$ cat src/verilog/timer_ctl_pkg.sv
// Package for the timer mode and control block: offsets, field positions,
// masks, encodings and the width-configuration type.
// Assumes a 32-bit register port with byte addresses.
package timer_ctl_pkg;

	localparam int ADDR_W = 8;
	localparam int DATA_W = 32;

	// Register byte offsets
	localparam logic [7:0] OFS_CONFIG  = 8'h00;
	localparam logic [7:0] OFS_A_MODE  = 8'h04;
	localparam logic [7:0] OFS_B_MODE  = 8'h08;
	localparam logic [7:0] OFS_CONTROL = 8'h0c;
	localparam logic [7:0] OFS_STATUS  = 8'h10;

	// Writable bits and reset values
	localparam logic [31:0] CONFIG_MASK  = 32'h0000_0007;
	localparam logic [31:0] MODE_MASK    = 32'h0000_000f;
	localparam logic [31:0] CONTROL_MASK = 32'h0000_0f7f;
	localparam logic [31:0] RESET_WORD   = 32'h0000_0000;

	// Global width configuration field
	localparam int         CFG_LSB           = 0;
	localparam int         CFG_SPLIT_BIT     = 2;
	localparam logic [1:0] CFG_WIDE_TIMER    = 2'h0;
	localparam logic [1:0] CFG_WIDE_CALENDAR = 2'h1;

	// Per-half mode register fields
	localparam int MODE_SEL_LSB   = 0;
	localparam int CAPT_KIND_BIT  = 2;
	localparam int ALT_SELECT_BIT = 3;

	// Control register fields
	localparam int CTL_A_EN       = 0;
	localparam int CTL_A_FREEZE   = 1;
	localparam int CTL_A_EDGE_LSB = 2;
	localparam int CTL_CAL_EN     = 4;
	localparam int CTL_A_TRIG_EN  = 5;
	localparam int CTL_A_PWM_INV  = 6;
	localparam int CTL_B_EN       = 8;
	localparam int CTL_B_FREEZE   = 9;
	localparam int CTL_B_EDGE_LSB = 10;

	// Status register fields
	localparam int STS_A_RUN   = 0;
	localparam int STS_A_HOLD  = 1;
	localparam int STS_B_RUN   = 2;
	localparam int STS_B_HOLD  = 3;
	localparam int STS_CAL_RUN = 4;

	// Mode and edge encodings
	localparam logic [1:0] MODE_ONE_SHOT = 2'h1;
	localparam logic [1:0] MODE_PERIODIC = 2'h2;
	localparam logic [1:0] MODE_CAPTURE  = 2'h3;
	localparam logic [1:0] EDGE_RISE     = 2'h0;
	localparam logic [1:0] EDGE_FALL     = 2'h1;
	localparam logic [1:0] EDGE_BOTH     = 2'h3;

	typedef enum logic [1:0] {
		cfg_wide_timer,
		cfg_wide_calendar,
		cfg_split,
		cfg_reserved
	} width_cfg_t;

endpackage : timer_ctl_pkg

$ cat src/verilog/half_cfg_if.sv
// Interface between the control register file and one half's decoder.
// Assumes one clock domain; the decode side is purely combinational.
`timescale 1ns/1ps
`default_nettype none
interface half_cfg_if;
	timer_ctl_pkg::width_cfg_t width_cfg;
	logic       is_b;
	logic [1:0] mode_sel;
	logic       capture_kind;
	logic       alt_select;
	logic [1:0] edge_sel;
	logic       freeze;
	logic       enable;
	logic       debug_halt;
	logic       one_shot;
	logic       periodic;
	logic       capture;
	logic       edge_time;
	logic       pwm;
	logic       rise_evt;
	logic       fall_evt;
	logic       hold;
	logic       run;

	modport cfg (output width_cfg, is_b, mode_sel, capture_kind, alt_select, edge_sel,
	             freeze, enable, debug_halt,
	             input one_shot, periodic, capture, edge_time, pwm, rise_evt, fall_evt, hold, run);
	modport dec (input width_cfg, is_b, mode_sel, capture_kind, alt_select, edge_sel,
	             freeze, enable, debug_halt,
	             output one_shot, periodic, capture, edge_time, pwm, rise_evt, fall_evt, hold, run);
endinterface : half_cfg_if
`default_nettype wire

$ cat src/verilog/half_mode_decode.sv
// Combinational mode, edge and hold decode for one timer half.
// Assumes its inputs come from registers on the same clock.
`timescale 1ns/1ps
`default_nettype none
module half_mode_decode (
	// Configuration in, decoded mode out
	half_cfg_if.dec h
);
	logic mode_ok;
	logic active;

	// Half B only lives in the split configuration; the wide timer config follows half A
	assign mode_ok = (h.width_cfg == timer_ctl_pkg::cfg_split) ||
	                 (!h.is_b && h.width_cfg == timer_ctl_pkg::cfg_wide_timer);
	assign active  = h.is_b ? (h.width_cfg == timer_ctl_pkg::cfg_split)
	                        : (h.width_cfg != timer_ctl_pkg::cfg_reserved);

	// Reserved mode code 0 selects nothing
	assign h.one_shot  = mode_ok && h.mode_sel == timer_ctl_pkg::MODE_ONE_SHOT;
	assign h.periodic  = mode_ok && h.mode_sel == timer_ctl_pkg::MODE_PERIODIC;
	assign h.capture   = mode_ok && h.mode_sel == timer_ctl_pkg::MODE_CAPTURE;
	assign h.edge_time = h.capture && h.capture_kind;
	assign h.pwm       = h.periodic && h.alt_select && !h.capture_kind;

	// Reserved edge code 2 counts no edge at all
	assign h.rise_evt = (h.edge_sel == timer_ctl_pkg::EDGE_RISE) ||
	                    (h.edge_sel == timer_ctl_pkg::EDGE_BOTH);
	assign h.fall_evt = (h.edge_sel == timer_ctl_pkg::EDGE_FALL) ||
	                    (h.edge_sel == timer_ctl_pkg::EDGE_BOTH);

	// Freeze bit only matters under debug halt
	assign h.hold = h.freeze && h.debug_halt && active;
	assign h.run  = h.enable && active && !h.hold;
endmodule : half_mode_decode
`default_nettype wire

$ cat src/verilog/timer_mode_ctl.sv
// Timer mode and control register block: global width configuration,
// per-half mode registers, control register and a status word.
// Assumes the processor drives the register port and debug halt on core_clk.
// Function
// - Half B mode code 1 one-shot, 2 periodic, 3 capture, 0 reserved.
// - Each mode field is read in light of the global width config.
// - In split 16-bit config, half B mode chooses B's operation independently.
// - In 32-bit config, half B mode is ignored; half A mode rules. In wide calendar config 1 the code ignores half A mode as well.
// - Control bits 11:10 select B edge: rise, fall, both; 2 reserved.
// - Bit 9 set freezes half B under debug halt, else it counts.
// - Bit 1 set freezes half A under debug halt, else it counts.
// - Without debug halt both freeze bits are ignored.
// - Bit 8 enables half B counting or capture; clear disables it.
// - Bit 0 enables half A counting or capture; clear disables it.
// - Bit 6 inverts half A's PWM output.
// - Bit 5 gates half A's trigger toward the converter.
// - Bit 4 enables calendar counting; clear stops it.
// - Control bits 3:2 select A edge: rise, fall, both; 2 reserved.
// - Config 0 wide timer, 1 wide calendar, 4 to 7 two halves.
// - Half B capture kind clear counts edges, set times edges.
//
// Our own choice: the plain strobed port.
`timescale 1ns/1ps
`default_nettype none
module timer_mode_ctl #(
	parameter int ADDR_W = timer_ctl_pkg::ADDR_W
) (
	// Clock and reset
	input  wire logic              core_clk,
	input  wire logic              rst,
	// Register port
	input  wire logic [ADDR_W-1:0] reg_addr,
	input  wire logic [31:0]       reg_wdata,
	input  wire logic              reg_wr,
	input  wire logic              reg_rd,
	output logic      [31:0]       reg_rdata,
	// Debug halt and raw signals from the counter core
	input  wire logic              debug_halt,
	input  wire logic              a_pwm_raw,
	input  wire logic              a_trigger_raw,
	// Half A decoded controls
	output logic                   a_run,
	output logic                   a_hold,
	output logic                   a_one_shot,
	output logic                   a_periodic,
	output logic                   a_capture,
	output logic                   a_edge_time,
	output logic                   a_pwm_mode,
	output logic                   a_rise_evt,
	output logic                   a_fall_evt,
	// Half B decoded controls
	output logic                   b_run,
	output logic                   b_hold,
	output logic                   b_one_shot,
	output logic                   b_periodic,
	output logic                   b_capture,
	output logic                   b_edge_time,
	output logic                   b_pwm_mode,
	output logic                   b_rise_evt,
	output logic                   b_fall_evt,
	// Shaped outputs
	output logic                   pwm_out,
	output logic                   converter_trigger,
	output logic                   calendar_run
);
	logic [31:0] cfg_ff;
	logic [31:0] a_mode_ff;
	logic [31:0] b_mode_ff;
	logic [31:0] ctl_ff;
	logic [31:0] rdata_ff;
	logic [8:0]  a_dec_ff;
	logic [8:0]  b_dec_ff;
	logic        pwm_out_ff;
	logic        trig_ff;
	logic        cal_run_ff;

	logic [31:0] nxt_cfg;
	logic [31:0] nxt_a_mode;
	logic [31:0] nxt_b_mode;
	logic [31:0] nxt_ctl;
	logic [31:0] nxt_rdata;
	logic [8:0]  nxt_a_dec;
	logic [8:0]  nxt_b_dec;

	logic        sel_cfg;
	logic        sel_a_mode;
	logic        sel_b_mode;
	logic        sel_ctl;
	logic        sel_sts;
	logic [31:0] status_word;
	logic [31:0] rd_word;

	timer_ctl_pkg::width_cfg_t width_cfg;
	logic [1:0] a_mode_sel;
	logic [1:0] b_mode_sel;
	logic [1:0] a_edge_sel;
	logic [1:0] b_edge_sel;
	logic       a_enable;
	logic       b_enable;
	logic       a_freeze;
	logic       b_freeze;
	logic       cal_en;
	logic       trig_en;
	logic       pwm_inv;

	// Address decode
	assign sel_cfg    = reg_addr == ADDR_W'(timer_ctl_pkg::OFS_CONFIG);
	assign sel_a_mode = reg_addr == ADDR_W'(timer_ctl_pkg::OFS_A_MODE);
	assign sel_b_mode = reg_addr == ADDR_W'(timer_ctl_pkg::OFS_B_MODE);
	assign sel_ctl    = reg_addr == ADDR_W'(timer_ctl_pkg::OFS_CONTROL);
	assign sel_sts    = reg_addr == ADDR_W'(timer_ctl_pkg::OFS_STATUS);

	// Writes keep only implemented bits so reserved bits always read zero
	assign nxt_cfg    = (reg_wr && sel_cfg) ? (reg_wdata & timer_ctl_pkg::CONFIG_MASK) : cfg_ff;
	assign nxt_a_mode = (reg_wr && sel_a_mode) ? (reg_wdata & timer_ctl_pkg::MODE_MASK) : a_mode_ff;
	assign nxt_b_mode = (reg_wr && sel_b_mode) ? (reg_wdata & timer_ctl_pkg::MODE_MASK) : b_mode_ff;
	assign nxt_ctl    = (reg_wr && sel_ctl) ? (reg_wdata & timer_ctl_pkg::CONTROL_MASK) : ctl_ff;

	// Read mux; unmapped addresses answer zero
	assign status_word = {27'h0000000, cal_run_ff, b_dec_ff[1], b_dec_ff[0], a_dec_ff[1], a_dec_ff[0]};
	assign rd_word = ({32{sel_cfg}} & cfg_ff) | ({32{sel_a_mode}} & a_mode_ff) |
	                 ({32{sel_b_mode}} & b_mode_ff) | ({32{sel_ctl}} & ctl_ff) |
	                 ({32{sel_sts}} & status_word);
	assign nxt_rdata = reg_rd ? rd_word : 32'h0000_0000;

	// Global width decode; any value with bit 2 set splits the halves
	assign width_cfg = cfg_ff[timer_ctl_pkg::CFG_SPLIT_BIT] ? timer_ctl_pkg::cfg_split :
	                   (cfg_ff[1:0] == timer_ctl_pkg::CFG_WIDE_TIMER) ? timer_ctl_pkg::cfg_wide_timer :
	                   (cfg_ff[1:0] == timer_ctl_pkg::CFG_WIDE_CALENDAR) ? timer_ctl_pkg::cfg_wide_calendar :
	                   timer_ctl_pkg::cfg_reserved;

	// Control field extraction
	assign a_mode_sel = a_mode_ff[timer_ctl_pkg::MODE_SEL_LSB +: 2];
	assign b_mode_sel = b_mode_ff[timer_ctl_pkg::MODE_SEL_LSB +: 2];
	assign a_edge_sel = ctl_ff[timer_ctl_pkg::CTL_A_EDGE_LSB +: 2];
	assign b_edge_sel = ctl_ff[timer_ctl_pkg::CTL_B_EDGE_LSB +: 2];
	assign a_enable   = ctl_ff[timer_ctl_pkg::CTL_A_EN];
	assign b_enable   = ctl_ff[timer_ctl_pkg::CTL_B_EN];
	assign a_freeze   = ctl_ff[timer_ctl_pkg::CTL_A_FREEZE];
	assign b_freeze   = ctl_ff[timer_ctl_pkg::CTL_B_FREEZE];
	assign cal_en     = ctl_ff[timer_ctl_pkg::CTL_CAL_EN];
	assign trig_en    = ctl_ff[timer_ctl_pkg::CTL_A_TRIG_EN];
	assign pwm_inv    = ctl_ff[timer_ctl_pkg::CTL_A_PWM_INV];

	// Per-half decoders
	half_cfg_if a_if ();
	half_cfg_if b_if ();

	assign a_if.width_cfg    = width_cfg;
	assign a_if.is_b         = 1'b0;
	assign a_if.mode_sel     = a_mode_sel;
	assign a_if.capture_kind = a_mode_ff[timer_ctl_pkg::CAPT_KIND_BIT];
	assign a_if.alt_select   = a_mode_ff[timer_ctl_pkg::ALT_SELECT_BIT];
	assign a_if.edge_sel     = a_edge_sel;
	assign a_if.freeze       = a_freeze;
	assign a_if.enable       = a_enable;
	assign a_if.debug_halt   = debug_halt;

	assign b_if.width_cfg    = width_cfg;
	assign b_if.is_b         = 1'b1;
	assign b_if.mode_sel     = b_mode_sel;
	assign b_if.capture_kind = b_mode_ff[timer_ctl_pkg::CAPT_KIND_BIT];
	assign b_if.alt_select   = b_mode_ff[timer_ctl_pkg::ALT_SELECT_BIT];
	assign b_if.edge_sel     = b_edge_sel;
	assign b_if.freeze       = b_freeze;
	assign b_if.enable       = b_enable;
	assign b_if.debug_halt   = debug_halt;

	half_mode_decode u_a_dec (.h(a_if.dec));
	half_mode_decode u_b_dec (.h(b_if.dec));

	assign nxt_a_dec = {a_if.fall_evt, a_if.rise_evt, a_if.pwm, a_if.edge_time, a_if.capture,
	                    a_if.periodic, a_if.one_shot, a_if.hold, a_if.run};
	assign nxt_b_dec = {b_if.fall_evt, b_if.rise_evt, b_if.pwm, b_if.edge_time, b_if.capture,
	                    b_if.periodic, b_if.one_shot, b_if.hold, b_if.run};

	// Register file
	always_ff @(posedge core_clk) begin
		if (rst) begin
			cfg_ff    <= timer_ctl_pkg::RESET_WORD;
			a_mode_ff <= timer_ctl_pkg::RESET_WORD;
			b_mode_ff <= timer_ctl_pkg::RESET_WORD;
			ctl_ff    <= timer_ctl_pkg::RESET_WORD;
			rdata_ff  <= 32'h0000_0000;
		end else begin
			cfg_ff    <= nxt_cfg;
			a_mode_ff <= nxt_a_mode;
			b_mode_ff <= nxt_b_mode;
			ctl_ff    <= nxt_ctl;
			rdata_ff  <= nxt_rdata;
		end
	end

	// Output stage; one cycle of latency keeps every output on a flop
	always_ff @(posedge core_clk) begin
		if (rst) begin
			a_dec_ff   <= 9'h000;
			b_dec_ff   <= 9'h000;
			pwm_out_ff <= 1'b0;
			trig_ff    <= 1'b0;
			cal_run_ff <= 1'b0;
		end else begin
			a_dec_ff   <= nxt_a_dec;
			b_dec_ff   <= nxt_b_dec;
			pwm_out_ff <= a_pwm_raw ^ pwm_inv;
			trig_ff    <= a_trigger_raw && trig_en;
			cal_run_ff <= cal_en && width_cfg == timer_ctl_pkg::cfg_wide_calendar;
		end
	end

	assign reg_rdata         = rdata_ff;
	assign a_run             = a_dec_ff[0];
	assign a_hold            = a_dec_ff[1];
	assign a_one_shot        = a_dec_ff[2];
	assign a_periodic        = a_dec_ff[3];
	assign a_capture         = a_dec_ff[4];
	assign a_edge_time       = a_dec_ff[5];
	assign a_pwm_mode        = a_dec_ff[6];
	assign a_rise_evt        = a_dec_ff[7];
	assign a_fall_evt        = a_dec_ff[8];
	assign b_run             = b_dec_ff[0];
	assign b_hold            = b_dec_ff[1];
	assign b_one_shot        = b_dec_ff[2];
	assign b_periodic        = b_dec_ff[3];
	assign b_capture         = b_dec_ff[4];
	assign b_edge_time       = b_dec_ff[5];
	assign b_pwm_mode        = b_dec_ff[6];
	assign b_rise_evt        = b_dec_ff[7];
	assign b_fall_evt        = b_dec_ff[8];
	assign pwm_out           = pwm_out_ff;
	assign converter_trigger = trig_ff;
	assign calendar_run      = cal_run_ff;
endmodule : timer_mode_ctl
`default_nettype wire

$ cat config.mk
export PLATFORM = sky130hd
export DESIGN_NAME = timer_mode_ctl
export DESIGN_NICKNAME = d
export VERILOG_FILES = /design/src/verilog/timer_ctl_pkg.sv /design/src/verilog/half_cfg_if.sv /design/src/verilog/half_mode_decode.sv /design/src/verilog/timer_mode_ctl.sv
export SDC_FILE = /design/constraint.sdc
export NUM_CORES = 1
export LEC_CHECK = 0
export ABC_AREA = 1
export BUFFER_PORTS_ARGS = -buffer_cell sky130_fd_sc_hd__buf_2
export CAP_MARGIN = 10
export CORE_MARGIN = 1.5
export CORE_UTILIZATION = 46
export CTS_CLUSTER_SIZE = 30
export DETAILED_ROUTE_END_ITERATION = 10
export PLACE_DENSITY = 0.82
export SLEW_MARGIN = 0
export SYNTH_ARGS = -nofsm -noshare
export SYNTH_HDL_FRONTEND = slang
export SYNTH_SLANG_ARGS = --single-unit
$ cat constraint.sdc
create_clock -name core_clk -period 1.45 [get_ports core_clk]
set_clock_uncertainty 0.1 [all_clocks]
set_input_delay 0.145 -clock core_clk [delete_from_list [all_inputs] [get_ports core_clk]]
set_output_delay 0.145 -clock core_clk [all_outputs]
set_load 0.01 [all_outputs]
==> metrics.txt <==
drt initial violations approximately 190; Worst setup EP type flip-flop; GR Util met2 between 30 and 40%; r2r worst-path depth 3; Worst-Skew Late Latency roughly 0.31 ns; total gr overflow 0; synth warn 0; detailed placement HPWL between 3000 and 4000 µm; Slew Viols, Final 0; RSZ-0062 raised after global routing false; core area around 4700 µm²; Pleak 1.25 nW; pwr dens 928 nW/µm²; Crit Path Max Fanout 5; vias in the first global route between 1500 and 2000; H-tree lvl count 2; Final Cell Area around 2700 µm²; router iterations before antenna repair 4; final hold viol count 0; post-placement cell count approximately 410; cts bufs inserted 5; status finished clean; ANT nets after route 0; Top FF cell, synth dfxtp_1; hold depth 3; library cells used by synthesis 24; layout cells sized above 1 roughly a fifth; Combinational Power Share 6.5%; Vias/cell around 4.7; crit path kind flip-flop to flip-flop; CTS tree built; internal power roughly 1.9 mW; peak supply drop roughly 540 µV; Flop pwr share 60.4%; initial antenna violation count 0; Initial Utilization between 40% and 50%; FF+latch count, synth 54; Die Y 72.8 µm; Remaining DRCs 0; Arr. time, crit path 1.31 ns; diode count 0; Syn Inst Count between 200 and 300; hold slack around 0.0056 ns; DR WL/cell about 11 µm; Final min period approximately 1.2 ns; fin util between 50% and 60%; f_max roughly 850 MHz; switching share of power 23.6%; Die ar. around 5300 µm²; Startpoint Class flip-flop; Worst EP required between 1.5 and 2 ns; # clock sinks 54; Final #Nets 401; gr usage total between 10% and 20%; first-pass GRT wire length around 7600 µm; max cap viols 0; HP Class primary input to flip-flop; Final Cycle Share about four fifths; GRT met1 Usage 24.3%; DP Area ~2500 µm²; Avg Inst Size Synth just under 8 µm²; switching pwr about 580 µW; grt peak-use layer met2; largest net degree at the start of global routing 30; clock slew at reported path FFs approximately 0.1 ns; final setup violation count 0; mapped cell area around 2200 µm²; Finished Layout Cells roughly 420; FFs w/ async S/R, synth 0%; grt met3 use around 3.6%; clk root buf clkbuf_8; sequential element share of the synthesized area a little under 50%; Post-synth EDFFs 0; Area Growth Syn to Fin 18.2%; I/O pin count 100; gpl congestion approximately 0.84; clock share of power about a third; I/O Buffers 57; Setup TNS 0 ns; clock buffer depth 2; drt total wl between 4000 and 5000 µm; Die Wd ~73 µm; Rows 25; vias between 1500 and 2000
-- sequential cells by signal, indices dropped and copies added, names as in the netlist --
name	cells
pwm_out	1
converter_trigger	1
ctl_ff	11
a_mode_ff	4
b_mode_ff	4
a_dec_ff	9
b_dec_ff	9
cfg_ff	3
reg_rdata	11
calendar_run	1
-- metrics by stage --
| step | total power, mW | setup slack (ns) |
|---|---|---|
| final | 2.46 | 0.273 |
| after global routing | 2.54 | 0.155 |
| after CTS | 2.48 | 0.261 |
| after detailed placement | 1.67 | 0.0995 |
| after global placement | 1.67 | 0.126 |
| after floorplan | 1.65 | 0.307 |
-- metal layers --
metal | up-vias | share of wire (%)
met5 | - | 0
met4 | 0 | 0.15
met3 | 2 | 7.2
met2 | 85 | 48
met1 | 878 | 45
li1 | 1010 | -
-- critical path: stages, from the launching register on --
cell	delay, ns
dfxtp_1	0.35
o21ai_0	0.33
nand3_1	0.17
nor3_1	0.16
-- area by class of cell --
cell class | count | area [µm²]
fill | 466 | 2070
sequential | 54 | 1080
timing repair buffer | 67 | 373
inverter | 28 | 109
clock inverter | 2 | 13.8
tap | 67 | 83.8
clock buffer | 6 | 72.6
multi-input combinational | 194 | 920
-- synth_stat cells (2+ instances only) --
cell type | n | share of area, %
nor3b_1 | 5 | 1.7
inv_1 | 26 | 4.4
o21ai_0 | 16 | 3.6
dfxtp_1 | 54 | 48
nor2_1 | 36 | 6.0
a21oi_1 | 21 | 4.7
buf_4 | 21 | 7.0
clkbuf_1 | 5 | 0.84
nand4_1 | 2 | 0.56
buf_2 | 2 | 0.45
buf_6 | 2 | 1.0
nand3_1 | 40 | 8.9
nor3_1 | 5 | 1.1
ha_1 | 4 | 2.2
nand2_1 | 37 | 6.2
nor4_1 | 2 | 0.56
-- kinds of logic after synthesis --
kind of cell / Yosys count / synth area share, %
AO/OA/AOI/OAI: 37 / 8.25
XOR/XNOR: 1 / 0.390
adder cells (fa/ha/maj): 4 / 2.23
buffers and inverters: 58 / 14.2
flip-flops: 54 / 48.2
other: 1 / 0.167
AND/OR/NAND/NOR: 131 / 26.6
-- power groups by stage --
| stage | clock network, mW | registers, mW | logic [mW] |
|---|---|---|---|
| 6_report | 0.813 | 1.49 | 0.161 |
| 3_3_place_gp | 0 | 1.52 | 0.146 |
| 3_5_place_dp | 0 | 1.52 | 0.149 |
| 4_1_cts | 0.833 | 1.49 | 0.158 |
| 5_1_grt | 0.872 | 1.49 | 0.179 |
| 2_1_floorplan | 0 | 1.53 | 0.122 |
-- placed cells by master, fill, tap and decap left out --
cell type       n
o21ai_0        16
dlygate4sd3_1   5
nor4_1          2
nand2_2         1
xnor2_1         1
nand2_1        37
nor3b_1         5
inv_1          26
clkinv_2        2
clkbuf_8        5
inv_4           1
dfxtp_1        54
buf_4           5
nand2_4         1
clkinv_4        1
clkbuf_1        1
nand4_1         2
nand3_1        40
buf_2          57
nor2_1         36
ha_1            4
nor2_4          1
a21oi_1        21
and3_1          1
conb_1         21
nor3_1          5
-- repair_timing --
item,CTS,global route
hold endpoints to repair,4,1
buffers inserted,0,0
hold buffers,4,1
gates resized for setup,0,0
-- worst paths after layout --
path / startpoint / end / slack, ns
setup reg to reg: cfg_ff[1]$_SDFFE_PP0P_ / a_dec_ff[5]$_SDFF_PP0_ / 0.27
setup / recovery: cfg_ff[1]$_SDFFE_PP0P_ / a_dec_ff[5]$_SDFF_PP0_ / 0.27
hold / removal: reg_wdata[5] / ctl_ff[5]$_SDFFE_PP0P_ / 0.006
hold reg to reg: ctl_ff[5]$_SDFFE_PP0P_ / converter_trigger$_SDFF_PP0_ / 0.35
Power figures use the tool's default switching activity.
